File: config.mk
export PLATFORM = sky130hd
export DESIGN_NAME = lac_abort_classifier
export DESIGN_NICKNAME = d
export VERILOG_FILES = /design/src/shared/lac_pkg.sv /design/src/logic/lac_abort_classifier.sv
export SDC_FILE = /design/constraint.sdc
export NUM_CORES = 1
export LEC_CHECK = 0
export ABC_AREA = 1
export BUFFER_PORTS_ARGS = -buffer_cell sky130_fd_sc_hd__buf_2
export CORE_MARGIN = 5
export CORE_UTILIZATION = 45
export DETAILED_ROUTE_END_ITERATION = 10
export PLACE_DENSITY = 0.84
export SYNTH_ARGS = -nofsm -noshare
export SYNTH_HDL_FRONTEND = slang
export SYNTH_SLANG_ARGS = --single-unit
File: constraint.sdc
create_clock -name CLOCK -period 1.5 [get_ports CLOCK]
set_input_delay 0.075 -clock CLOCK [delete_from_list [all_inputs] [get_ports CLOCK]]
set_output_delay 0.075 -clock CLOCK [all_outputs]
set_load 0.01 [all_outputs]
File: src/shared/lac_pkg.sv
package lac_pkg;
   // Widths
   localparam int ADDR_W  = 32;
   localparam int PSR_W   = 32;
   // Position of the asynchronous-abort mask in the status word
   localparam int PSR_A_BIT = 8;
   // Reset values
   localparam logic [ADDR_W-1:0] ADDR_RST = 32'h0000_0000;
   localparam logic [PSR_W-1:0]  PSR_RST  = 32'h0000_0000;
   // Bus response encodings
   localparam logic [1:0] RESP_OKAY   = 2'h0;
   localparam logic [1:0] RESP_EXOKAY = 2'h1;
   localparam logic [1:0] RESP_SLVERR = 2'h2;
   localparam logic [1:0] RESP_DECERR = 2'h3;
   // Cause codes handed to the fault status logic
   typedef enum logic [2:0] {
      CAUSE_NONE      = 3'b000,
      CAUSE_PROT_BG   = 3'b001,
      CAUSE_PROT_PERM = 3'b010,
      CAUSE_PROT_ALGN = 3'b011,
      CAUSE_SYNC_EXT  = 3'b100,
      CAUSE_ASYNC_EXT = 3'b101,
      CAUSE_DEBUG     = 3'b110
   } lac_cause_t;
endpackage

File: src/logic/lac_abort_classifier.sv
`timescale 1ns/100ps
// Function
// RULE_01: Fetch faults: protection, bus errors, breakpoint, vector
// RULE_02: Data faults: protection incl. alignment, bus errors, watchpoint
// RULE_03: Protection aborts always reported synchronously
// RULE_04: Protection abort wins over other causes; a data one loses to any fetch-side abort
// RULE_05: Protection fault on uncached miss blocks bus
// RULE_06: Slave and decode errors both external errors
// RULE_07: Fetch external error gives synchronous abort
// RULE_08: Load/store external error gives asynchronous abort
// RULE_09: Debug events on fetches and data accesses
// RULE_10: Monitor mode aborts on debug event, breakpoint instruction
// RULE_11: Synchronous abort taken on faulting instruction
// RULE_12: Link register and saved status captured
// RULE_13: One protection unit checks both sides
// RULE_14: Masked asynchronous abort held pending until unmask
// RULE_15: Only one pending asynchronous abort kept
// RULE_16: Mask set on reset, abort, interrupts
// RULE_17: Fault address recorded for synchronous aborts
// RULE_18: Each taken abort carries a cause code
module lac_abort_classifier
   import lac_pkg::*;
(
   input  wire logic              CLOCK,          // Core clock, 25 MHz
   input  wire logic              SYS_RST,        // Synchronous reset, active high
   // Instruction side, one access per valid cycle
   input  wire logic              IF_VALID,       // Fetch access resolves this cycle
   input  wire logic [ADDR_W-1:0] IF_ADDR,        // Fetch address
   input  wire logic [ADDR_W-1:0] IF_PC,          // Address of fetched instruction
   input  wire logic              IF_LOCAL_HIT,   // Fetch served by TCM or cache hit
   input  wire logic [1:0]        IF_RESP,        // Bus response for the fetch
   input  wire logic              IF_RESP_VALID,  // Bus response present
   input  wire logic              IF_SOFTWARE_BREAKPOINT_INSTRUCTION_HIT,    // Breakpoint matched
   input  wire logic              IF_VCAP_HIT,    // Vector capture matched
   input  wire logic              IF_SW_SOFTWARE_BREAKPOINT_INSTRUCTION,     // Software breakpoint instruction
   // Data side
   input  wire logic              D_VALID,        // Data access resolves this cycle
   input  wire logic [ADDR_W-1:0] D_ADDR,         // Data address
   input  wire logic [ADDR_W-1:0] D_PC,           // Address of load/store instruction
   input  wire logic              D_LOCAL_HIT,    // Access served by TCM or cache hit
   input  wire logic              D_ALIGN_ERR,    // Misaligned access
   input  wire logic              D_WPT_HIT,      // Watchpoint matched
   input  wire logic [1:0]        D_BRESP,        // Late response of any load/store
   input  wire logic              D_BRESP_VALID,  // Late response present
   // Unified protection unit verdicts
   input  wire logic              PROT_IF_BG,     // Fetch hits no region
   input  wire logic              PROT_IF_PERM,   // Fetch lacks permission
   input  wire logic              PROT_D_BG,      // Data hits no region
   input  wire logic              PROT_D_PERM,    // Data lacks permission
   // Core state
   input  wire logic              MONITOR_MODE,   // Monitor-mode debugging selected
   input  wire logic [PSR_W-1:0]  CUR_PSR,        // Current status word
   input  wire logic              IRQ_TAKEN,      // Normal interrupt taken
   input  wire logic              FIQ_TAKEN,      // Fast interrupt taken
   input  wire logic              A_MASK_CLR,     // Software clears abort mask
   // Results
   output logic                   IF_BUS_EN,      // Fetch may go to the bus
   output logic                   D_BUS_EN,       // Data access may go to the bus
   output logic                   ABORT_TAKEN,    // One-cycle abort pulse
   output logic                   ABORT_SYNC,     // Taken abort is synchronous
   output logic                   ABORT_IS_FETCH, // Taken abort is on the fetch side
   output lac_cause_t             ABORT_CAUSE,    // Cause code
   output logic [ADDR_W-1:0]      ABORT_LINK,     // abort_link_register
   output logic [PSR_W-1:0]       ABORT_SAVED_PSR,// abort_saved_status
   output logic [ADDR_W-1:0]      FETCH_FAULT_ADDR, // fetch_fault_address
   output logic [ADDR_W-1:0]      DATA_FAULT_ADDR,  // data_fault_address
   output logic                   A_MASK,         // Asynchronous abort mask
   output logic                   ASYNC_PENDING   // Asynchronous abort waiting
);

   // External error test shared by both sides
   function automatic logic is_ext_err(input logic [1:0] resp);
      is_ext_err = (resp == RESP_SLVERR) || (resp == RESP_DECERR); // RULE_06
   endfunction

   // Protection verdicts from the single unit, split by side
   wire if_prot   = IF_VALID && (PROT_IF_BG || PROT_IF_PERM);               // RULE_13
   wire d_prot    = D_VALID && (PROT_D_BG || PROT_D_PERM || D_ALIGN_ERR);   // RULE_13
   // Bus errors per side
   wire if_ext    = IF_VALID && IF_RESP_VALID && is_ext_err(IF_RESP);       // RULE_01
   wire d_ext     = D_BRESP_VALID && is_ext_err(D_BRESP);                   // RULE_02
   // Debug events only abort in monitor mode
   wire if_dbg    = IF_VALID && MONITOR_MODE
                    && (IF_SOFTWARE_BREAKPOINT_INSTRUCTION_HIT || IF_VCAP_HIT || IF_SW_SOFTWARE_BREAKPOINT_INSTRUCTION);          // RULE_09
   wire d_dbg     = D_VALID && MONITOR_MODE && D_WPT_HIT;                   // RULE_10
   // Synchronous candidates, fetch side ahead of data side
   wire if_sync   = if_prot || if_ext || if_dbg;                            // RULE_07
   wire d_sync    = d_prot || d_dbg;                                        // RULE_03
   wire any_sync  = if_sync || d_sync;

   // Protection cause per side; background outranks permission outranks alignment
   wire lac_cause_t if_pcause = PROT_IF_BG ? CAUSE_PROT_BG : CAUSE_PROT_PERM;
   wire lac_cause_t d_pcause  = PROT_D_BG ? CAUSE_PROT_BG :
                                PROT_D_PERM ? CAUSE_PROT_PERM : CAUSE_PROT_ALGN;
   // Protection before bus error before debug
   wire lac_cause_t if_cause  = if_prot ? if_pcause :                       // RULE_04
                                if_ext ? CAUSE_SYNC_EXT : CAUSE_DEBUG;
   wire lac_cause_t d_cause   = d_prot ? d_pcause : CAUSE_DEBUG;            // RULE_04

   // Pending asynchronous abort may fire when unmasked and no sync abort
   wire mask_now  = A_MASK && !A_MASK_CLR;
   wire async_go  = (ASYNC_PENDING || d_ext) && !mask_now && !any_sync;     // RULE_14
   wire take      = any_sync || async_go;
   wire sync_fetch = if_sync;

   // Bus suppression: a rejected miss never leaves the core
   wire nxt_if_bus = IF_VALID && !IF_LOCAL_HIT && !if_prot;                 // RULE_05
   wire nxt_d_bus  = D_VALID && !D_LOCAL_HIT && !d_prot;                    // RULE_05

   // Bus enables registered so every output comes from a flop
   always_ff @(posedge CLOCK) begin
      if (SYS_RST) begin
         IF_BUS_EN <= 1'b0;
         D_BUS_EN  <= 1'b0;
      end else begin
         IF_BUS_EN <= nxt_if_bus;
         D_BUS_EN  <= nxt_d_bus;
      end
   end

   // Abort report; the sync pick uses the faulting instruction's own PC
   always_ff @(posedge CLOCK) begin
      if (SYS_RST) begin
         ABORT_TAKEN     <= 1'b0;
         ABORT_SYNC      <= 1'b0;
         ABORT_IS_FETCH  <= 1'b0;
         ABORT_CAUSE     <= CAUSE_NONE;
         ABORT_LINK      <= ADDR_RST;
         ABORT_SAVED_PSR <= PSR_RST;
      end else begin
         ABORT_TAKEN <= take;                                              // RULE_18
         if (take) begin
            ABORT_SYNC      <= any_sync;                                   // RULE_11
            ABORT_IS_FETCH  <= sync_fetch;
            ABORT_CAUSE     <= sync_fetch ? if_cause :
                               d_sync ? d_cause : CAUSE_ASYNC_EXT;         // RULE_18
            // Async aborts land on whatever instruction is current
            ABORT_LINK      <= sync_fetch ? IF_PC : D_PC;                  // RULE_12
            ABORT_SAVED_PSR <= CUR_PSR;                                    // RULE_12
         end
      end
   end

   // Fault addresses only move on synchronous aborts of their own side
   // A data address hidden behind a fetch abort is lost, as that abort is not taken
   always_ff @(posedge CLOCK) begin
      if (SYS_RST) begin
         FETCH_FAULT_ADDR <= ADDR_RST;
         DATA_FAULT_ADDR  <= ADDR_RST;
      end else begin
         if (sync_fetch) begin
            FETCH_FAULT_ADDR <= IF_ADDR;                                   // RULE_17
         end else if (d_sync) begin
            DATA_FAULT_ADDR  <= D_ADDR;                                    // RULE_17
         end
      end
   end

   // Mask set on reset and any taken exception; the set wins over a clear
   wire nxt_mask = take || IRQ_TAKEN || FIQ_TAKEN || mask_now;            // RULE_16
   // One pending slot; a second error while pending is dropped
   wire nxt_pend = async_go ? 1'b0 : (ASYNC_PENDING || d_ext);            // RULE_15

   always_ff @(posedge CLOCK) begin
      if (SYS_RST) begin
         A_MASK        <= 1'b1;                                            // RULE_16
         ASYNC_PENDING <= 1'b0;
      end else begin
         A_MASK        <= nxt_mask;
         ASYNC_PENDING <= nxt_pend;                                        // RULE_08
      end
   end

   // Checks
   chk_prot_wins: assert property (@(posedge CLOCK) disable iff (SYS_RST)
      if_prot |=> ABORT_TAKEN && ABORT_SYNC && ABORT_IS_FETCH
                  && ABORT_CAUSE inside {CAUSE_PROT_BG, CAUSE_PROT_PERM}) // RULE_04
      else $error("fetch protection abort not reported first");
   chk_bus_block: assert property (@(posedge CLOCK) disable iff (SYS_RST)
      d_prot |=> !D_BUS_EN) // RULE_05
      else $error("rejected access reached the bus");
   chk_bus_gate: assert property (@(posedge CLOCK) disable iff (SYS_RST)
      if_prot |=> !IF_BUS_EN) // RULE_05
      else $error("rejected fetch reached the bus");
   chk_fetch_ext: assert property (@(posedge CLOCK) disable iff (SYS_RST)
      (if_ext && !if_prot) |=> ABORT_CAUSE == CAUSE_SYNC_EXT && ABORT_LINK == $past(IF_PC))
      else $error("fetch bus error not synchronous"); // RULE_07
   chk_data_async: assert property (@(posedge CLOCK) disable iff (SYS_RST)
      (d_ext && !ASYNC_PENDING && !any_sync && mask_now) |=> ASYNC_PENDING && !ABORT_TAKEN)
      else $error("data bus error not held pending"); // RULE_08
   chk_mask_hold: assert property (@(posedge CLOCK) disable iff (SYS_RST)
      (ASYNC_PENDING && A_MASK && !A_MASK_CLR) |=> ASYNC_PENDING)
      else $error("pending abort lost while masked"); // RULE_14
   chk_mask_set: assert property (@(posedge CLOCK) disable iff (SYS_RST)
      (IRQ_TAKEN || FIQ_TAKEN) |=> A_MASK)
      else $error("mask not set by exception"); // RULE_16
   chk_async_take: assert property (@(posedge CLOCK) disable iff (SYS_RST)
      async_go |=> ABORT_TAKEN && !ABORT_SYNC && ABORT_CAUSE == CAUSE_ASYNC_EXT && A_MASK)
      else $error("asynchronous abort not taken"); // RULE_15
   chk_far_data: assert property (@(posedge CLOCK) disable iff (SYS_RST)
      (d_sync && !if_sync) |=> DATA_FAULT_ADDR == $past(D_ADDR))
      else $error("data fault address not recorded"); // RULE_17
   chk_dbg_mon: assert property (@(posedge CLOCK) disable iff (SYS_RST)
      (IF_VALID && IF_SW_SOFTWARE_BREAKPOINT_INSTRUCTION && !MONITOR_MODE && !if_prot && !if_ext
       && !d_sync && !async_go) |=> !ABORT_TAKEN)
      else $error("breakpoint abort outside monitor mode"); // RULE_10

   // Reset leaves the mask set and nothing pending
   chk_reset_state: assert property (@(posedge CLOCK) // RULE_16
      SYS_RST |=> A_MASK && !ASYNC_PENDING && !ABORT_TAKEN)
      else $error("reset state wrong");
   // Data protection faults are synchronous on the data side
   chk_data_prot: assert property (@(posedge CLOCK) disable iff (SYS_RST) // RULE_03
      (d_prot && !if_sync) |=> ABORT_TAKEN && ABORT_SYNC && !ABORT_IS_FETCH)
      else $error("data protection abort not synchronous");
   // Clean data miss may use the bus
   chk_dbus_pass: assert property (@(posedge CLOCK) disable iff (SYS_RST) // RULE_05
      (D_VALID && !D_LOCAL_HIT && !d_prot) |=> D_BUS_EN)
      else $error("clean data miss kept off the bus");
   // Clean fetch miss may use the bus
   chk_ibus_pass: assert property (@(posedge CLOCK) disable iff (SYS_RST) // RULE_05
      (IF_VALID && !IF_LOCAL_HIT && !if_prot) |=> IF_BUS_EN)
      else $error("clean fetch miss kept off the bus");
   // Local fetch hits never need the bus
   chk_local_quiet: assert property (@(posedge CLOCK) disable iff (SYS_RST) // RULE_05
      (IF_VALID && IF_LOCAL_HIT) |=> !IF_BUS_EN)
      else $error("local fetch hit went to the bus");
   // Decode error on a fetch is an external error
   chk_decode_err: assert property (@(posedge CLOCK) disable iff (SYS_RST) // RULE_06
      (IF_VALID && IF_RESP_VALID && IF_RESP == RESP_DECERR && !if_prot)
      |=> ABORT_TAKEN && ABORT_CAUSE == CAUSE_SYNC_EXT)
      else $error("decode error not treated as external");
   // Slave error on a fetch is an external error
   chk_slave_err: assert property (@(posedge CLOCK) disable iff (SYS_RST) // RULE_06
      (IF_VALID && IF_RESP_VALID && IF_RESP == RESP_SLVERR && !if_prot)
      |=> ABORT_TAKEN && ABORT_CAUSE == CAUSE_SYNC_EXT)
      else $error("slave error not treated as external");
   // Fetch abort lands on the fetched instruction
   chk_fetch_link: assert property (@(posedge CLOCK) disable iff (SYS_RST) // RULE_11
      if_sync |=> ABORT_IS_FETCH && ABORT_LINK == $past(IF_PC))
      else $error("fetch abort on wrong instruction");
   // Data sync abort lands on the load or store itself
   chk_data_link: assert property (@(posedge CLOCK) disable iff (SYS_RST) // RULE_11
      (d_sync && !if_sync) |=> ABORT_LINK == $past(D_PC))
      else $error("data abort on wrong instruction");
   // Status word captured at the abort
   chk_saved_psr: assert property (@(posedge CLOCK) disable iff (SYS_RST) // RULE_12
      take |=> ABORT_SAVED_PSR == $past(CUR_PSR))
      else $error("saved status not captured");
   // Fetch fault address recorded
   chk_far_fetch: assert property (@(posedge CLOCK) disable iff (SYS_RST) // RULE_17
      if_sync |=> FETCH_FAULT_ADDR == $past(IF_ADDR))
      else $error("fetch fault address not recorded");
   // A synchronous external abort only ever comes from a fetch
   chk_ext_fetch_only: assert property (@(posedge CLOCK) disable iff (SYS_RST) // RULE_08
      (ABORT_TAKEN && ABORT_CAUSE == CAUSE_SYNC_EXT) |-> ABORT_IS_FETCH)
      else $error("data bus error reported synchronously");
   // An asynchronous abort is never taken while masked
   chk_async_unmasked: assert property (@(posedge CLOCK) disable iff (SYS_RST) // RULE_14
      (ABORT_TAKEN && !ABORT_SYNC) |-> !$past(mask_now))
      else $error("asynchronous abort taken while masked");
   // Taking the pending abort empties the single slot
   chk_pend_clear: assert property (@(posedge CLOCK) disable iff (SYS_RST) // RULE_15
      async_go |=> !ASYNC_PENDING)
      else $error("second asynchronous abort kept");
   // A sync abort goes first and the pending one waits
   chk_sync_ahead: assert property (@(posedge CLOCK) disable iff (SYS_RST) // RULE_11
      (any_sync && ASYNC_PENDING) |=> ABORT_SYNC && ASYNC_PENDING)
      else $error("pending abort overtook a synchronous one");
   // Any taken abort sets the mask
   chk_mask_abort: assert property (@(posedge CLOCK) disable iff (SYS_RST) // RULE_16
      take |=> A_MASK)
      else $error("mask not set by abort");
   // A taken abort always carries a cause
   chk_cause_set: assert property (@(posedge CLOCK) disable iff (SYS_RST) // RULE_18
      ABORT_TAKEN |-> ABORT_CAUSE != CAUSE_NONE)
      else $error("abort without cause code");
   // No cause, no abort pulse
   chk_no_cause: assert property (@(posedge CLOCK) disable iff (SYS_RST) // RULE_18
      (!any_sync && !async_go) |=> !ABORT_TAKEN)
      else $error("abort pulse without cause");
   // Fetch debug events abort in monitor mode
   chk_fetch_dbg: assert property (@(posedge CLOCK) disable iff (SYS_RST) // RULE_09
      (if_dbg && !if_prot && !if_ext) |=> ABORT_IS_FETCH && ABORT_CAUSE == CAUSE_DEBUG)
      else $error("fetch debug event not aborted");
   // Watchpoint aborts in monitor mode
   chk_wpt_abort: assert property (@(posedge CLOCK) disable iff (SYS_RST) // RULE_10
      (d_dbg && !d_prot && !if_sync) |=> ABORT_TAKEN && ABORT_CAUSE == CAUSE_DEBUG)
      else $error("watchpoint not aborted");
   // Data background verdict from the shared unit
   chk_data_bg: assert property (@(posedge CLOCK) disable iff (SYS_RST) // RULE_13
      (D_VALID && PROT_D_BG && !if_sync) |=> ABORT_CAUSE == CAUSE_PROT_BG)
      else $error("data background fault lost");
   // Fetch side wins over data side
   chk_fetch_first: assert property (@(posedge CLOCK) disable iff (SYS_RST) // RULE_01
      (if_sync && d_sync) |=> ABORT_IS_FETCH)
      else $error("data abort beat fetch abort");
   // Alignment fault alone gives its own cause
   chk_align_cause: assert property (@(posedge CLOCK) disable iff (SYS_RST) // RULE_02
      (D_VALID && D_ALIGN_ERR && !PROT_D_BG && !PROT_D_PERM && !if_sync)
      |=> ABORT_CAUSE == CAUSE_PROT_ALGN)
      else $error("alignment fault cause wrong");
   // Protection outranks a coincident bus error on a fetch
   chk_prot_over_ext: assert property (@(posedge CLOCK) disable iff (SYS_RST) // RULE_04
      (if_prot && if_ext) |=> ABORT_CAUSE != CAUSE_SYNC_EXT)
      else $error("bus error beat protection fault");
   // Fetch bus errors are never deferred
   chk_ext_sync: assert property (@(posedge CLOCK) disable iff (SYS_RST) // RULE_07
      (if_ext && !if_prot) |=> ABORT_SYNC)
      else $error("fetch bus error deferred");

endmodule // lac_abort_classifier

# == After elaboration in Yosys (flattened, before gate mapping) ==
# Cells that the tools add are included.
# totals
regBits,138
inputBits,185
output_inout_bits,138
word_cells,67
# classes
eq_ne,4
muxes,9
bitwise_logic,1
n_reduce_logical,41
# op_table
cell,count
two-way mux 32 bit,1
logical AND 1 bit,16
logical OR 1 bit,16
two-way mux 3 bit,4
"equality test 2 bit, second input constant",4
zero test 1 bit,7
two-way mux 2 bit,3
AND reduction 2 bit,1
OR reduction 2 bit,1
two-way mux 1 bit,1
NOT 1 bit,1

# == Depth between registers and ports, before layout ==
# depth
word_depth,12
mapped_depth,9
ltp_nobuf,9

# == Worst setup path after synthesis ==
# OpenSTA, ideal clock, no wires.
# synth_timing
kind,register to register
from,reg A_MASK
to,reg ABORT_SAVED_PSR[0]
t_arrival_ns,1.236
required_ns,1.387
setup_slack_ns,0.151
path_stages_with_launch,8
n_path_buf,2
period_less_slack_ns,1.349
cell_sequence,dfxtp_1 -> nand2_1 -> nand2_1 -> nand4_4 -> buf_6 -> buf_2 -> nor2_1 -> nor2_1
# synth_between
elab_chain_len,5
# synth_lines
element,line,source
start: declaration,lac_abort_classifier.sv:67,"output logic A_MASK,"
start signal: assignment,lac_abort_classifier.sv:169,A_MASK <= nxt_mask;
logical AND 1 bit,lac_abort_classifier.sv:101,wire mask_now = A_MASK && !A_MASK_CLR;
zero test 1 bit,lac_abort_classifier.sv:102,wire async_go = (ASYNC_PENDING || d_ext) && !mask_now && !any_sync;
logical AND 1 bit (2 in series),lac_abort_classifier.sv:102,
logical OR 1 bit,lac_abort_classifier.sv:103,wire take = any_sync || async_go;
end signal: assignment,lac_abort_classifier.sv:129,ABORT_SAVED_PSR <= PSR_RST;
end signal: assignment,lac_abort_classifier.sv:139,ABORT_SAVED_PSR <= CUR_PSR;
end: declaration,lac_abort_classifier.sv:64,"output logic [PSR_W-1:0] ABORT_SAVED_PSR,"
# Every way passes these cells.
# A chain may end at the register's enable or synchronous reset.

# == Worst setup path in the final report ==
# layout_timing
from,in IF_VALID
to,reg ABORT_LINK[1]
# layout_between
elab_chain_len,8
elab_cells_between_ends,12
cone_classes,mux: 1; reduce/logical: 11
# layout_lines
element,line,source
start: declaration,lac_abort_classifier.sv:27,"input wire logic IF_VALID,"
logical AND 1 bit (2 in series),lac_abort_classifier.sv:80,wire if_ext = IF_VALID && IF_RESP_VALID && is_ext_err(IF_RESP);
logical OR 1 bit,lac_abort_classifier.sv:87,wire if_sync = if_prot || if_ext || if_dbg;
logical OR 1 bit *,lac_abort_classifier.sv:87,
logical OR 1 bit,lac_abort_classifier.sv:89,wire any_sync = if_sync || d_sync;
zero test 1 bit,lac_abort_classifier.sv:102,
logical AND 1 bit,lac_abort_classifier.sv:102,
logical OR 1 bit,lac_abort_classifier.sv:103,
end signal: assignment,lac_abort_classifier.sv:138,ABORT_LINK <= sync_fetch ? IF_PC : D_PC;
end: declaration,lac_abort_classifier.sv:63,"output logic [ADDR_W-1:0] ABORT_LINK,"
# Mark *: on every way between the ends. The rest lies on a longest branch, timed or not.

==> results.toml <==
[worst_setup_path]
critical-path-top-delay-family = "buffers and inverters"
timing.critical_path.from_type = "primary input"
cp-startpoint = "IF_VALID"
crit_buf_inv = 3
regToRegStartpoint = "ASYNC_PENDING$_SDFF_PP0_"
timing.critical_path.cells = "buf_2, nand2_4, nand2_4, nor2_8, nand2_4, buf_12, nand2_1, nand2_1, dlygate4sd3_1, nor2_1, nor2_1"
critPathMaxStageDelay_ns = 0.55
rr_worst_depth = 8
r2r_slack_ns = 0.13
critPathMaxFanout = 32
critPathKind = "in2reg"
crit-reg2reg-capture = "ABORT_SAVED_PSR[0]$_SDFFE_PP0P_"
crit_required_ns = 1.81
setup.worst_path.end_class = "register"
crit_path_frequent_cell = "sky130_fd_sc_hd__nand2_4"
critical-path-slowest-cell = "sky130_fd_sc_hd__dlygate4sd3_1"
crit_arrival_ns = 1.73

[route]
wl_per_cell_um = 15.96
residual_drc = 0
vias = 7604
detailed_route_wl_um = 24060
route.antenna.remaining_nets = 0
drt_iter0_markers = 567
post_drt_via_cell_ratio = 5.046
detail_route.first_pass.iterations = 5

[floorplan]
io-pin-count = 323
rows = 41
design.die.area_sq_um = 15480
fp.dieH_um = 124.4
floorplan.die.width_um = 124.4
coreArea_sq_um = 12720
initial_core_util = 0.4632

[hold_path]
min_path_cells = 5
min-delay-start = "D_PC[28]"
worstHoldPathType = "in2reg"
hold_path_end = "ABORT_LINK[28]$_SDFFE_PP0P_"

[cells_and_area]
layout-area-overhead-vs-synth_pct = 64.33
most-common-layout-cells = "sky130_fd_sc_hd__buf_2 (320), sky130_fd_sc_hd__nor2_1 (267), sky130_fd_sc_hd__nand2_1 (187)"
layout.nets = 1505
postLayoutCellArea_sq_um = 9684
drive_above_1_share = 0.2858
utilization = 0.7612
most_common_library_cell_in_the_layout_ignoring_fill_and_taps = "sky130_fd_sc_hd__buf_2"
final-instance-count-excl-fill = 1507

[sta]
final-max-slew-violation-count = 0
holdWs_ns = 0.01625
final-hold-violation-count = 0
final.min_clock_period_ns = 1.423
worst_pin_slew_ns = 0.5852
fmax_mhz = 702.9
max_slew_margin = 0.6093
fin_tns_setup_ns = 0
setup-violations-final = 0
layout_worst_path_cycle_share = 0.9485
clock_skew_ns = 0.006394
setup_slack_after_layout_ns = 0.07727

[yosys]
area_share_of_the_largest_cell_type_after_synthesis = 0.4688
synthesis.yosys.warnings = 0
netlist_area_sq_um = 5893
synth.ff_latch_count = 138
post_synth_num_cell_types = 24
avgSynthCellArea_sq_um = 6.712
syn_nets = 1063
synth_top_area_cell = "sky130_fd_sc_hd__dfxtp_1"
netlist_top_cells_area = "sky130_fd_sc_hd__dfxtp_1 (47%), sky130_fd_sc_hd__nor2_1 (17%), sky130_fd_sc_hd__nand2_1 (12%)"
syn_inst = 878
seq_total_area_yosys = 0.4688

[power_and_ir_drop]
combPwrFrac = 0.214
ir_drop_mv = 1.005
post-layout-total-power_mw = 10.74
share_seq_of_total_power = 0.389
p_leak_nw = 5.330
p_switching_mw = 3.101
power.clock.fraction = 0.397
internal_power_mw = 7.636
p_sw_frac = 0.2888
powerDensity_nw_per_um2 = 1109

[grt]
top_usage_layer = "met2"
antenna_found_initial = 1
grt_util_met3 = 0.09863
grt.met1_usage = 0.3035
global_routing_met2_resource_utilization = 0.5254
grt_start_max_net_pins = 60
grt_pass1_vias = 7550
grt_remaining_overflow = 0
global_route.usage.total = 0.2979
grt_pass1_wl_um = 37960

[clock_tree]
number_of_clock_buffers_inserted_by_tritoncts = 17
clock_sinks = 138
clk_path_buf_depth = 2
clock_tree.root_cell = "sky130_fd_sc_hd__clkbuf_16"
post-cts-setup-buffer-count = 0
htree_levels = 4
clk_transition_reported_paths_ns = 0.06
worst_skew_late_latency_ns = 0.42
cts_tree = "done"

[run_status]
run_status = "finished clean"

[placed_design]
pre_cts_ws_ns = 0.01693
placement.cell_area_sq_um = 7625
placement.io_buffers = 320
hpwlAfterDp_um = 13650
dp.cells = 1332
place_congestion = 0.8859

[run]
drv.max_cap_violation_count = 0
## worst max-delay path by stage
stage	endpoint	slack [ns]	cells past startpoint
2_1_floorplan	ABORT_SAVED_PSR[0]$_SDFFE_PP0P_	0.15	7
3_3_place_gp	DATA_FAULT_ADDR[4]$_SDFFE_PP0P_	0.07	9
3_5_place_dp	DATA_FAULT_ADDR[25]$_SDFFE_PP0P_	0.02	9
4_1_cts	ABORT_LINK[17]$_SDFFE_PP0P_	0.04	10
5_1_grt	ABORT_LINK[18]$_SDFFE_PP0P_	-0.001	11
6_report	ABORT_LINK[1]$_SDFFE_PP0P_	0.08	11
## synth_stat cells
master                       n
sky130_fd_sc_hd__a21oi_1     2
sky130_fd_sc_hd__a31oi_1     1
sky130_fd_sc_hd__buf_1       3
sky130_fd_sc_hd__buf_2      16
sky130_fd_sc_hd__buf_4      11
sky130_fd_sc_hd__buf_6       5
sky130_fd_sc_hd__clkbuf_1   17
sky130_fd_sc_hd__dfxtp_1   138
sky130_fd_sc_hd__inv_1      76
sky130_fd_sc_hd__inv_2       2
sky130_fd_sc_hd__nand2_1   189
sky130_fd_sc_hd__nand2_2     2
sky130_fd_sc_hd__nand2_4     1
sky130_fd_sc_hd__nand3_1    72
sky130_fd_sc_hd__nand4_1     1
sky130_fd_sc_hd__nand4_4     1
sky130_fd_sc_hd__nor2_1    269
sky130_fd_sc_hd__nor2_2      1
sky130_fd_sc_hd__nor2_4      2
sky130_fd_sc_hd__nor2_8      1
sky130_fd_sc_hd__nor3_1      2
sky130_fd_sc_hd__nor4b_1     2
sky130_fd_sc_hd__o21ai_0    33
sky130_fd_sc_hd__o21ai_1    31
## layout make-up
cell class                      count  area [sq um]
Inverter                           78         294.0
Fill cell                         806          3038
Clock buffer                       20         466.7
Sequential cell                   138          2763
Clock inverter                     12         137.6
Multi-Input combinational cell    610          2574
Timing Repair Buffer              475          3229
Tap cell                          172         215.2
Antenna cell                        2         5.005
## routing by layer
| layer | part of all wire | up-vias |
|---|---|---|
| li1 | - | 3578 |
| met1 | 0.34 | 3412 |
| met4 | 0.060 | 0 |
| met2 | 0.50 | 486 |
| met3 | 0.092 | 128 |
| met5 | 0 | - |
## worst register-to-register path: stages, from the launching register on
cell and delay, ns:
sky130_fd_sc_hd__dfxtp_1 0.31, sky130_fd_sc_hd__inv_1 0.06, sky130_fd_sc_hd__nand2_1 0.06, sky130_fd_sc_hd__nand2_1 0.18, sky130_fd_sc_hd__nand4_4 0.17, sky130_fd_sc_hd__buf_12 0.22, sky130_fd_sc_hd__nand2_1 0.09, sky130_fd_sc_hd__nand2_1 0.07
sky130_fd_sc_hd__nor2_1 0.15
## state kept, by name (all words and copies together) (netlist names)
register and cells:
ASYNC_PENDING 1, D_BUS_EN 1, ABORT_SAVED_PSR 32, ABORT_IS_FETCH 1
FETCH_FAULT_ADDR 32, A_MASK 1, IF_BUS_EN 1, ABORT_LINK 32
DATA_FAULT_ADDR 32, ABORT_CAUSE 3, ABORT_TAKEN 1, ABORT_SYNC 1
## what timing repair did
| item | 4_1_cts | 5_1_grt |
|---|---|---|
| setup endpoints to repair | 0 | 10 |
| resized for setup | 0 | 10 |
| endpoints found under the hold margin | 129 | 0 |
| hold buffers | 141 | 0 |
## cells by family (layout without fill, tap and decap cells)
kind of cell	count (synthesis)	after routing	synth area share
other	0	2	0
and+or+nand+nor	543	543	0.3745
buffers and inverters	130	585	0.09957
AOI/OAI and AO/OA	67	67	0.05711
DFF	138	138	0.4688
## power groups by stage
stage                     Combinational, mW  Sequential, mW  Clock, mW
after CTS                              2.19            4.16       4.30
after floorplan                       0.903            4.39          0
after global placement                 1.85            4.22          0
final                                  2.30            4.18       4.26
after detailed placement               1.89            4.23          0
after global routing                   2.51            4.21       4.46
Note: power is estimated with default switching activity, not from simulation.
